`src/uacr_map.svh`:
```
/*
  register offsets, field positions, reset values and fifo depth of
  the serial channel control block.
  assumes a wishbone slave with 32-bit data and byte addresses.
*/
`ifndef UACR_MAP_SVH
`define UACR_MAP_SVH
`define UACR_OFS_MODE 8'h00
`define UACR_OFS_BAUD 8'h04
`define UACR_OFS_CTL 8'h08
`define UACR_OFS_TXD 8'h0c
`define UACR_OFS_RXD 8'h10
`define UACR_OFS_FLAG 8'h14
`define UACR_OFS_INTE 8'h18
`define UACR_MODE_PAR_ON 2
`define UACR_MODE_ODD 1
`define UACR_MODE_STOP2 0
`define UACR_CTL_SRST 1
`define UACR_CTL_EN 0
`define UACR_FLG_TEND 6
`define UACR_FLG_FE 5
`define UACR_FLG_PE 4
`define UACR_FLG_OE 3
`define UACR_FLG_RB2 2
`define UACR_FLG_RB1 1
`define UACR_FLG_TBE 0
`define UACR_ST_RXACT 9
`define UACR_ST_TXACT 8
`define UACR_W1C_MASK 7'h78
`define UACR_FLG_RST 7'h01
`define UACR_RX_DEPTH 2'h2
`endif

```
`src/uacr_pkg.sv`:
```
/*
  types of the serial channel control block.
  assumes the map header supplies the register numbers; phase codes and byte width are set here.
*/
package uacr_pkg;
  // frame phase shared by sender and receiver
  typedef enum logic [2:0] {
    UACR_IDLE = 3'b000,
    UACR_START = 3'b001,
    UACR_DATA = 3'b010,
    UACR_PAR = 3'b011,
    UACR_STOP = 3'b100
  } uacr_phase_t;
  typedef logic [7:0] uacr_byte_t;
endpackage

```
`src/uacr_core.sv`:
```
/*
  control and status registers plus a minimal frame engine of one
  asynchronous serial channel, reached over classic wishbone.
  assumes rx_i is asynchronous and clk_i runs at 100 mhz.
*/
`include "uacr_map.svh"
module uacr_core #(
  parameter int unsigned ADR_W = 8
) (
  input wire logic clk_i,
  input wire logic rst_i,
  input wire logic wb_cyc_i,
  input wire logic wb_stb_i,
  input wire logic wb_we_i,
  input wire logic [ADR_W-1:0] wb_adr_i,
  input wire logic [3:0] wb_sel_i,
  input wire logic [31:0] wb_dat_i,
  output logic [31:0] wb_dat_o,
  output logic wb_ack_o,
  input wire logic rx_i,
  output logic tx_o,
  output logic irq_o
);
  import uacr_pkg::*;

  // refuse address widths that cannot reach the map
  if (ADR_W < 8) begin : g_chk
    $error("ADR_W must be at least 8");
  end

  // parity bit: even parity is plain xor, odd inverts it
  function automatic logic par_bit(uacr_byte_t d, logic odd);
    par_bit = (^d) ^ odd;
  endfunction

  // bus decode
  logic ack_ff; // registered acknowledge
  logic [31:0] dat_ff; // registered read data
  logic req; // new access this cycle
  logic wr_lo; // write on byte lane 0
  logic wr_hi; // write on byte lane 1
  logic rd;
  logic [7:0] ofs;
  assign req = wb_cyc_i & wb_stb_i & ~ack_ff;
  assign wr_lo = req & wb_we_i & wb_sel_i[0];
  assign wr_hi = req & wb_we_i & wb_sel_i[1];
  assign rd = req & ~wb_we_i;
  assign ofs = wb_adr_i[7:0];
  wire hit_mode = ofs == `UACR_OFS_MODE;
  wire hit_baud = ofs == `UACR_OFS_BAUD;
  wire hit_ctl = ofs == `UACR_OFS_CTL;
  wire hit_txd = ofs == `UACR_OFS_TXD;
  wire hit_rxd = ofs == `UACR_OFS_RXD;
  wire hit_flag = ofs == `UACR_OFS_FLAG;
  wire hit_inte = ofs == `UACR_OFS_INTE;

  // software state
  logic [2:0] mode_ff; // parity on, odd, two stops
  logic [3:0] fine_ff; // baud fine adjust, stored only
  logic [7:0] div_ff; // baud divisor
  logic en_ff; // unit enable
  logic srst_ff; // soft reset in progress
  logic [6:0] inte_ff; // interrupt enables
  logic [6:1] flg_ff; // sticky causes, bit 0 lives in tbuf
  uacr_byte_t tbuf_ff; // transmit buffer
  logic tfull_ff; // transmit buffer holds a byte
  // mode and baud are written freely; keeping them still while
  // enabled is left to software, the hardware does not lock them
  always_ff @(posedge clk_i) begin
    if (rst_i) begin
      mode_ff <= 3'h0;
      fine_ff <= 4'h0;
      div_ff <= 8'h00;
      en_ff <= 1'b0;
      inte_ff <= 7'h00;
    end else begin
      if (wr_lo && hit_mode) mode_ff <= wb_dat_i[2:0];
      if (wr_lo && hit_baud) div_ff <= wb_dat_i[7:0];
      if (wr_hi && hit_baud) fine_ff <= wb_dat_i[11:8];
      if (wr_lo && hit_ctl) en_ff <= wb_dat_i[`UACR_CTL_EN];
      if (wr_lo && hit_inte) inte_ff <= wb_dat_i[6:0];
    end
  end

  // soft reset lasts one cycle; a zero write does nothing
  always_ff @(posedge clk_i) begin
    srst_ff <= ~rst_i & wr_lo & hit_ctl & wb_dat_i[`UACR_CTL_SRST];
  end
  wire eng_rst = rst_i | srst_ff;

  // baud tick for the sender; fine adjust is not applied here
  logic [7:0] tcnt_ff;
  logic tload; // byte moves from buffer to shifter
  wire ttick = en_ff & (tcnt_ff == div_ff);
  always_ff @(posedge clk_i) begin
    if (eng_rst || tload || ttick) begin
      tcnt_ff <= 8'h00;
    end else if (en_ff) begin
      tcnt_ff <= tcnt_ff + 8'h01;
    end
  end

  // sender
  uacr_phase_t tst_ff;
  uacr_byte_t tsh_ff; // shifting copy
  uacr_byte_t tbyte_ff; // whole byte, for the parity bit
  logic [2:0] tbit_ff;
  logic tstop_ff; // second stop pending
  logic txd_ff;
  logic tend; // last stop bit finished
  assign tload = en_ff & (tst_ff == UACR_IDLE) & tfull_ff;
  assign tend = ttick & (tst_ff == UACR_STOP) & ~tstop_ff;
  always_ff @(posedge clk_i) begin
    if (eng_rst) begin
      tst_ff <= UACR_IDLE;
      tsh_ff <= 8'h00;
      tbyte_ff <= 8'h00;
      tbit_ff <= 3'h0;
      tstop_ff <= 1'b0;
      txd_ff <= 1'b1;
    end else if (tload) begin
      tst_ff <= UACR_START;
      tsh_ff <= tbuf_ff;
      tbyte_ff <= tbuf_ff;
      txd_ff <= 1'b0;
    end else if (ttick) begin
      unique case (tst_ff)
        UACR_IDLE: begin
          txd_ff <= 1'b1;
        end
        UACR_START: begin
          tst_ff <= UACR_DATA;
          tbit_ff <= 3'h0;
          txd_ff <= tsh_ff[0];
        end
        UACR_DATA: begin
          tsh_ff <= {1'b0, tsh_ff[7:1]};
          tbit_ff <= tbit_ff + 3'h1;
          if (tbit_ff == 3'h7) begin
            // parity slot only when the function is on
            if (mode_ff[`UACR_MODE_PAR_ON]) begin
              tst_ff <= UACR_PAR;
              txd_ff <= par_bit(tbyte_ff, mode_ff[`UACR_MODE_ODD]);
            end else begin
              tst_ff <= UACR_STOP;
              tstop_ff <= mode_ff[`UACR_MODE_STOP2];
              txd_ff <= 1'b1;
            end
          end else begin
            txd_ff <= tsh_ff[1];
          end
        end
        UACR_PAR: begin
          tst_ff <= UACR_STOP;
          tstop_ff <= mode_ff[`UACR_MODE_STOP2];
          txd_ff <= 1'b1;
        end
        UACR_STOP: begin
          // second stop bit when two are selected
          if (tstop_ff) begin
            tstop_ff <= 1'b0;
          end else begin
            tst_ff <= UACR_IDLE;
          end
        end
      endcase
    end
  end

  // transmit buffer: a write refills it even if a move is due
  wire twr = wr_lo & hit_txd;
  always_ff @(posedge clk_i) begin
    if (rst_i) begin
      tbuf_ff <= 8'h00;
    end else if (twr) begin
      tbuf_ff <= wb_dat_i[7:0];
    end
  end
  always_ff @(posedge clk_i) begin
    if (eng_rst) begin
      tfull_ff <= 1'b0;
    end else if (twr) begin
      tfull_ff <= 1'b1;
    end else if (tload) begin
      tfull_ff <= 1'b0;
    end
  end

  // receive pin: three stages, a change counts when two agree
  logic [2:0] rsync_ff;
  logic rlvl_ff;
  always_ff @(posedge clk_i) begin
    if (rst_i) begin
      rsync_ff <= 3'h7;
      rlvl_ff <= 1'b1;
    end else begin
      rsync_ff <= {rsync_ff[1:0], rx_i};
      if (rsync_ff[1] == rsync_ff[2]) begin
        rlvl_ff <= rsync_ff[2];
      end
    end
  end

  // receiver: counter starts half a bit in, sampling mid-bit
  uacr_phase_t rst_ff;
  logic [7:0] rcnt_ff;
  uacr_byte_t rsh_ff;
  logic [2:0] rbit_ff;
  logic perr_ff;
  logic rpush; // frame complete, byte offered to fifo
  logic ferr; // stop bit seen low
  wire rtick = en_ff & (rcnt_ff == div_ff);
  assign rpush = rtick & (rst_ff == UACR_STOP);
  assign ferr = ~rlvl_ff;
  always_ff @(posedge clk_i) begin
    if (eng_rst) begin
      rst_ff <= UACR_IDLE;
      rcnt_ff <= 8'h00;
      rsh_ff <= 8'h00;
      rbit_ff <= 3'h0;
      perr_ff <= 1'b0;
    end else if (en_ff) begin
      rcnt_ff <= rtick ? 8'h00 : rcnt_ff + 8'h01;
      unique case (rst_ff)
        UACR_IDLE: begin
          if (!rlvl_ff) begin
            rst_ff <= UACR_START;
            rcnt_ff <= {1'b0, div_ff[7:1]};
            perr_ff <= 1'b0;
          end
        end
        UACR_START: begin
          // a start bit gone high by mid-bit was a glitch
          if (rtick) begin
            rst_ff <= rlvl_ff ? UACR_IDLE : UACR_DATA;
            rbit_ff <= 3'h0;
          end
        end
        UACR_DATA: begin
          if (rtick) begin
            rsh_ff <= {rlvl_ff, rsh_ff[7:1]};
            rbit_ff <= rbit_ff + 3'h1;
            if (rbit_ff == 3'h7) begin
              rst_ff <= mode_ff[`UACR_MODE_PAR_ON] ? UACR_PAR : UACR_STOP;
            end
          end
        end
        UACR_PAR: begin
          if (rtick) begin
            perr_ff <= rlvl_ff != par_bit(rsh_ff, mode_ff[`UACR_MODE_ODD]);
            rst_ff <= UACR_STOP;
          end
        end
        UACR_STOP: begin
          // only the first stop bit is checked
          if (rtick) begin
            rst_ff <= UACR_IDLE;
          end
        end
      endcase
    end
  end

  // two-entry fifo, entry 0 oldest
  uacr_byte_t rmem_ff [2];
  logic [1:0] rcnt_q_ff; // bytes held
  wire rrd = rd & hit_rxd;
  wire pop = rrd & (rcnt_q_ff != 2'h0);
  wire full = rcnt_q_ff == `UACR_RX_DEPTH;
  wire push = rpush & (~full | pop);
  wire [1:0] widx = rcnt_q_ff - {1'b0, pop};
  always_ff @(posedge clk_i) begin
    if (eng_rst) begin
      rcnt_q_ff <= 2'h0;
    end else begin
      rcnt_q_ff <= widx + {1'b0, push};
    end
  end
  always_ff @(posedge clk_i) begin
    if (pop) begin
      rmem_ff[0] <= rmem_ff[1];
    end
    if (push) begin
      rmem_ff[widx[0]] <= rsh_ff;
    end
  end

  // cause flags: set wins over any clear in the same cycle
  wire [6:1] fset = {tend & ~tfull_ff, push & ferr, push & perr_ff,
                     rpush & full & ~pop, push & (widx == 2'h1),
                     push & (widx == 2'h0)};
  wire wr_flag = wr_lo & hit_flag;
  // only the writable causes take a write of one as a clear
  wire [6:0] w1c = wr_flag ? wb_dat_i[6:0] & `UACR_W1C_MASK : 7'h00;
  wire [6:1] rclr = {1'b0, rrd, rrd, 1'b0, pop & (rcnt_q_ff == 2'h1),
                     pop & (rcnt_q_ff == 2'h1)};
  wire [6:1] nxt_flg = fset | (flg_ff & ~(w1c[6:1] | rclr));
  always_ff @(posedge clk_i) begin
    if (eng_rst) begin
      flg_ff <= 6'h00;
    end else begin
      flg_ff <= nxt_flg;
    end
  end
  wire [6:0] flags = {flg_ff, ~tfull_ff};
  wire tx_act = tst_ff != UACR_IDLE;
  wire rx_act = rst_ff != UACR_IDLE;

  // read mux, 16-bit registers in the low half
  wire [15:0] rmux =
      hit_mode ? {13'h0000, mode_ff} :
      hit_baud ? {4'h0, fine_ff, div_ff} :
      hit_ctl ? {14'h0000, srst_ff, en_ff} :
      hit_txd ? {8'h00, tbuf_ff} :
      hit_rxd ? {8'h00, rmem_ff[0]} :
      hit_flag ? {6'h00, rx_act, tx_act, 1'b0, flags} :
      hit_inte ? {9'h000, inte_ff} : 16'h0000;
  // unmapped offsets still answer, with zero data
  always_ff @(posedge clk_i) begin
    if (rst_i) begin
      ack_ff <= 1'b0;
      dat_ff <= 32'h0000_0000;
    end else begin
      ack_ff <= req;
      if (rd) begin
        dat_ff <= {16'h0000, rmux};
      end
    end
  end
  assign wb_ack_o = ack_ff;
  assign wb_dat_o = dat_ff;
  assign tx_o = txd_ff;
  assign irq_o = |(flags & inte_ff);

  // checks
  ack_pulse_a: assert property (@(posedge clk_i) disable iff (rst_i)
    ack_ff |=> !ack_ff) else $error("ack held two cycles");
  srst_self_a: assert property (@(posedge clk_i) disable iff (rst_i)
    (wr_lo && hit_ctl && wb_dat_i[1]) |=> srst_ff ##1 !srst_ff)
    else $error("soft reset bit did not self clear");
  srst_flags_a: assert property (@(posedge clk_i) disable iff (rst_i)
    srst_ff |=> flags == `UACR_FLG_RST && !tx_act && !rx_act)
    else $error("soft reset left state behind");
  tbe_write_a: assert property (@(posedge clk_i) disable iff (rst_i)
    twr |=> !flags[0]) else $error("buffer empty not cleared");
  stop_level_a: assert property (@(posedge clk_i) disable iff (rst_i)
    (tst_ff == UACR_STOP) |-> tx_o) else $error("stop bit low");
  par_out_a: assert property (@(posedge clk_i) disable iff (rst_i)
    (tst_ff == UACR_PAR) |-> tx_o == ((^tbyte_ff) ^ mode_ff[1]))
    else $error("wrong parity bit");
  fifo_depth_a: assert property (@(posedge clk_i) disable iff (rst_i)
    rcnt_q_ff <= 2'h2) else $error("fifo over depth");
  err_read_a: assert property (@(posedge clk_i) disable iff (rst_i)
    (rrd && !rpush && !srst_ff) |=> !flg_ff[5] && !flg_ff[4])
    else $error("error flags survived read");
  rb_clear_a: assert property (@(posedge clk_i) disable iff (rst_i)
    (pop && rcnt_q_ff == 2'h1 && !rpush) |=> flg_ff[2:1] == 2'h0)
    else $error("byte count flags not cleared");
  irq_cause_a: assert property (@(posedge clk_i) disable iff (rst_i)
    irq_o |-> $past(|flags) || |flags)
    else $error("interrupt without cause");
  hold_off_a: assert property (@(posedge clk_i) disable iff (rst_i)
    (!en_ff && !srst_ff) |=> $stable(tst_ff) && $stable(rst_ff))
    else $error("engine moved while disabled");
  resv_zero_a: assert property (@(posedge clk_i) disable iff (rst_i)
    wb_dat_o[31:16] == 16'h0000) else $error("upper data not zero");
endmodule

```
`config.mk`:
```
export PLATFORM = sky130hd
export DESIGN_NAME = uacr_core
export DESIGN_NICKNAME = d
export VERILOG_FILES = /design/src/uacr_pkg.sv /design/src/uacr_core.sv
export VERILOG_INCLUDE_DIRS = /design/src
export SDC_FILE = /design/constraint.sdc
export NUM_CORES = 1
export LEC_CHECK = 0
export ABC_AREA = 1
export BUFFER_PORTS_ARGS = -buffer_cell sky130_fd_sc_hd__buf_2
export CAP_MARGIN = 20
export CORE_MARGIN = 4
export CORE_UTILIZATION = 58
export DETAILED_ROUTE_END_ITERATION = 16
export GPL_TIMING_DRIVEN = 0
export PLACE_DENSITY = 0.91
export SYNTH_ARGS = -nofsm -noshare
export SYNTH_HDL_FRONTEND = slang
export SYNTH_SLANG_ARGS = --single-unit
```
`constraint.sdc`:
```
create_clock -name clk_i -period 3.1 [get_ports clk_i]
set_clock_uncertainty 0.15 [all_clocks]
set_input_delay 0.31 -clock clk_i [delete_from_list [all_inputs] [get_ports clk_i]]
set_output_delay 0.31 -clock clk_i [all_outputs]
set_load 0.05 [all_outputs]
```
# Yosys cells after proc, flatten, opt, wreduce, memory -nomap -nowiden
# Memory sizes are Yosys's and may differ from the RTL's.
# Index checks and enable logic that the tools add are counted.
# word_totals
register_bits	117
mem_bits_rw	16
inputBits	50
output_inout_bits	35
elab_cells	202
n_memories	1
# memory_table
name	words	word_bits	read_ports	rd_clocked_by_memory_dff	wr	line	source
rmem_ff	2	8	2	0	2	uacr_core.sv:265	uacr_byte_t rmem_ff [2];
# classes
add_sub_neg	6
n_eq_ne	34
muxes	48
bitwise	47
reduce_logical	39
# ops
op	n
$mux W8	6
$mux W10	4
$mux W3	10
$and A1 B1 Y1	29
$eq A8 B5 Y1 const B	3
$mux W12	2
$ne A2 B2 Y1 const B	9
$add A8 B1 Y8 const B	2
$eq A8 B4 Y1 const B	2
$eq A8 B8 Y1	2
$mux W1	16
$reduce_and A4 Y1	4
$reduce_xor A8 Y1	2
$pmux W3 S5	1
$mux W7	2
$reduce_bool A2 Y1	7
$eq A3 B2 Y1 const B	4
$eq A3 B3 Y1 const B	4
$pmux W3 S2	2
$pmux W3 S4	1
$not A1 Y1	9
$reduce_bool A3 Y1	3
$eq A8 B3 Y1 const B	1
$logic_not A8 Y1	1
other kinds (31)	48

# Logic depth before layout (Yosys ltp)
# depth
depth_word	10
depth_mapped	13
ltp_nobuf	13

# Least setup slack after synthesis
# No wires, ideal clock.
# synth_timing
kind	flip-flop to flip-flop
from	reg ack_ff (netlist: wb_ack_o)
to	mem rmem_ff[0][0] in the netlist's numbering (enable)
setup_ps	309
arrival_ps	2247
required_ps	2641
setup_slack_ps	393
path_stages_with_launch	11
path_buffers	1
path_cell_list	dfxtp_1 > nor2_2 > nand2_1 > inv_2 > nand2_2 > nand2_2 > inv_1 > nor4_1 > ha_1 > clkbuf_1 > or2_2
# synth_lines
item	line	source
start, declared	uacr_core.sv:37	logic ack_ff;
start signal, assigned	uacr_core.sv:324	ack_ff <= req;
end, declared	uacr_core.sv:265	

==> results.cfg <==
[status]
status = finished clean

[critical_path]
critPathMaxFanout = 10
worst-setup-path-type = flip-flop to flip-flop
critPathArrivalTime_ns = 2.83
critPathLaunchType = flip-flop
worstSetupEndpointType = flip-flop
worstPathRequired_ns = 3.12

[global_routing]
grt_pass1_vias = 6203
track_usage_pct = 27.9
antenna_found_initial = 0
grt_overflow = 0
grt_max_degree = 17
grt_pass1_wl_um = 29000

[pwr]
peakVddDrop_v = 0.000533
p_per_area_nw_per_um2 = 543
leakage_nw = 3.41

[floorplan]
start_util_pct = 60.2
floorplan.die_area_um2 = 13200
rows = 38
die_w_um = 115
core_area_um2 = 11000
die_h_um = 115
io_pins = 85

[drt]
via_per_inst = 5.57
num_vias = 6584
drt-total-wl_um = 18200
drtAntennaViolNets = 0
drt-wirelength-per-cell_um = 15.4
drtIter0Drc = 613
drt-pass1-iter-count = 7
drc = 0

[synth]
synthFlopType = dfxtp_1
syn_inst = 947
yosysWarningCount = 0
seq_area_frac_synth_pct = 41.5
synth-seq-cells = 129
synth_top_area_cell = dfxtp_1
yosysTopAreaCellShare_pct = 34.2
ys_types = 44
synth_area_leaders = dfxtp_1 (34%), nand2_1 (15%), edfxtp_1 (7.3%), nor2_1 (6.3%), a21oi_1 (5.5%)
avgSynthCellArea_um2 = 6.98
yosysMostFrequentCell = nand2_1
synthArstFlopShare_pct = 0
synth_edf_count = 16
syn_area_um2 = 6610
synth_common_cells = nand2_1 (268), dfxtp_1 (113), nor2_1 (111)

[finish]
nets = 1087
area_delta_synth_final_pct = 17.5
fillCellCount = 843
drive_above_1_share_pct = 13.4
diodes = 0
final_util_pct = 70.8

[clocking]
cts_tree = yes
path_clk_slew_ns = 0.06
cts_buffers = 17
h-tree-depth = 4
clkLatencyLatePin_ns = 0.42
cts_setup_buffers = 0
cts.sink_count = 129
cts-root-buf = clkbuf_16
clockBufferDepth = 2

[placed_design]
dp_hpwl_um = 12500
port_buffers = 41
gp_congestion = 0.980

[sta]
setup-violations-final = 0
min_period_over_period_pct = 90.9
setup_tns_ns = 0
min_period_ns = 2.82
fmax_mhz = 355
hold_viol_final = 0
worst_pin_slew_ns = 0.689
slew_headroom_pct = 53.9
finalMaxSlewViolations = 0
rsz0062_at_grt = no

[flow_run]
drv_cap = 0

[hold_path]
hold_class = primary input to flip-flop
## state kept, by name, summed over array words and instances (netlist names), 2 cells and up
signal	flops
tsh_ff	8
inte_ff	7
div_ff	8
tcnt_ff	8
mode_ff	3
tbuf_ff	8
rsh_ff	8
wb_dat_o	12
fine_ff	4
rsync_ff	3
flg_ff	6
tbit_ff	3
rmem_ff	16
rcnt_ff	8
tbyte_ff	8
tst_ff	3
rbit_ff	3
rst_ff	3
rcnt_q_ff	2
## stage by stage
step	hold slack, ns	cells	power (mW)	setup WS, ns	area (µm²)
after CTS	0.00506	1182	4.20	0.0590	7770
final	0.00275	1181	4.22	0.283	7770
after global routing	0.0272	1181	4.31	0.0744	7770
after floorplan	0.239	966	1.87	0.393	6680
after detailed placement	0.259	1147	1.92	0.0158	7060
after global placement	0.246	1147	1.92	0.103	7060
## final cells by class
class                      count  area, µm²  share of cell area (%)
buffer                        41        244                    3.14
clock buffer                  17        425                    5.47
clock inverter                15        254                    3.27
inverter                     101        379                    4.88
multi-input combinational    694       3320                    42.7
sequential                   129       2740                    35.3
tap                          140        175                    2.25
timing repair buffer          44        235                    3.03
## repair_timing
action	in CTS	in global routing
hold endpoints to repair	3	0
hold buffers	3	0
endpoints found under the setup margin	0	16
resized for setup	0	1
## critical path: stages (launching register included)
cell and delay, ns:
dfxtp_1 0.33, nor2_2 0.14, nand2_1 0.24, inv_2 0.26
nand2_2 0.12, nand2_2 0.13, inv_1 0.07, nor4_1 0.40
ha_2 0.37, inv_1 0.17, nand2_1 0.11, nand2_1 0.07
## layout by cell type (no fill, tap or decap), types with 4 or more instances in the layout
cell type and n:
nand2_1 268, dfxtp_1 113, nor2_1 111, inv_1 90, a21oi_1 72, o21ai_0 66, buf_2 47, nand3_1 46
buf_4 20, conb_1 20, clkbuf_16 17, edfxtp_1 16, xor2_1 15, nand4_1 13, clkbuf_1 13, xnor2_1 10
inv_2 9, or2_2 9, nor3_1 8, ha_1 8, nor2_2 6, a31oi_1 6, bufinv_16 6, nor2_4 4
o22ai_1 4, inv_6 4, clkinv_4 4
## cell families (layout without fill, tap and decap cells)
| logic type | count (synthesis) | in the layout | synth area share (%) |
|---|---|---|---|
| AND/OR/NAND/NOR | 482 | 482 | 31.4 |
| other | 1 | 20 | 0.0567 |
| buffers and inverters | 143 | 218 | 9.48 |
| XOR/XNOR | 25 | 25 | 3.31 |
| AO/OA/AOI/OAI | 158 | 158 | 12.6 |
| adder cells (fa/ha/maj) | 9 | 9 | 1.70 |
| flip-flops | 129 | 129 | 41.5 |
## path summary, 6_finish.rpt
check	from	endpoint	slack, ns	cells past startpoint
min	wb_dat_i[10]	fine_ff[2]	0.003	3
max	wb_ack_o	rmem_ff[0][3]	0.28	11
min reg2reg	rsync_ff[0]	rsync_ff[1]	0.27	1
max reg2reg	wb_ack_o	rmem_ff[0][3]	0.28	11
## metal layers
metal	routed length (µm)	global-route usage, %
met5	0	0
met4	972	15.3
met3	1660	7.16
met2	8800	47.3
met1	6810	32.1
## power by group
group          leakage [nW]  switching, mW  internal [mW]
clock                 0.330          0.806           1.52
combinational          2.06          0.144         0.0514
sequential             1.03        0.00356           1.69
total                  3.41          0.953           3.26
No activity file was read; power rests on OpenSTA's default activity.
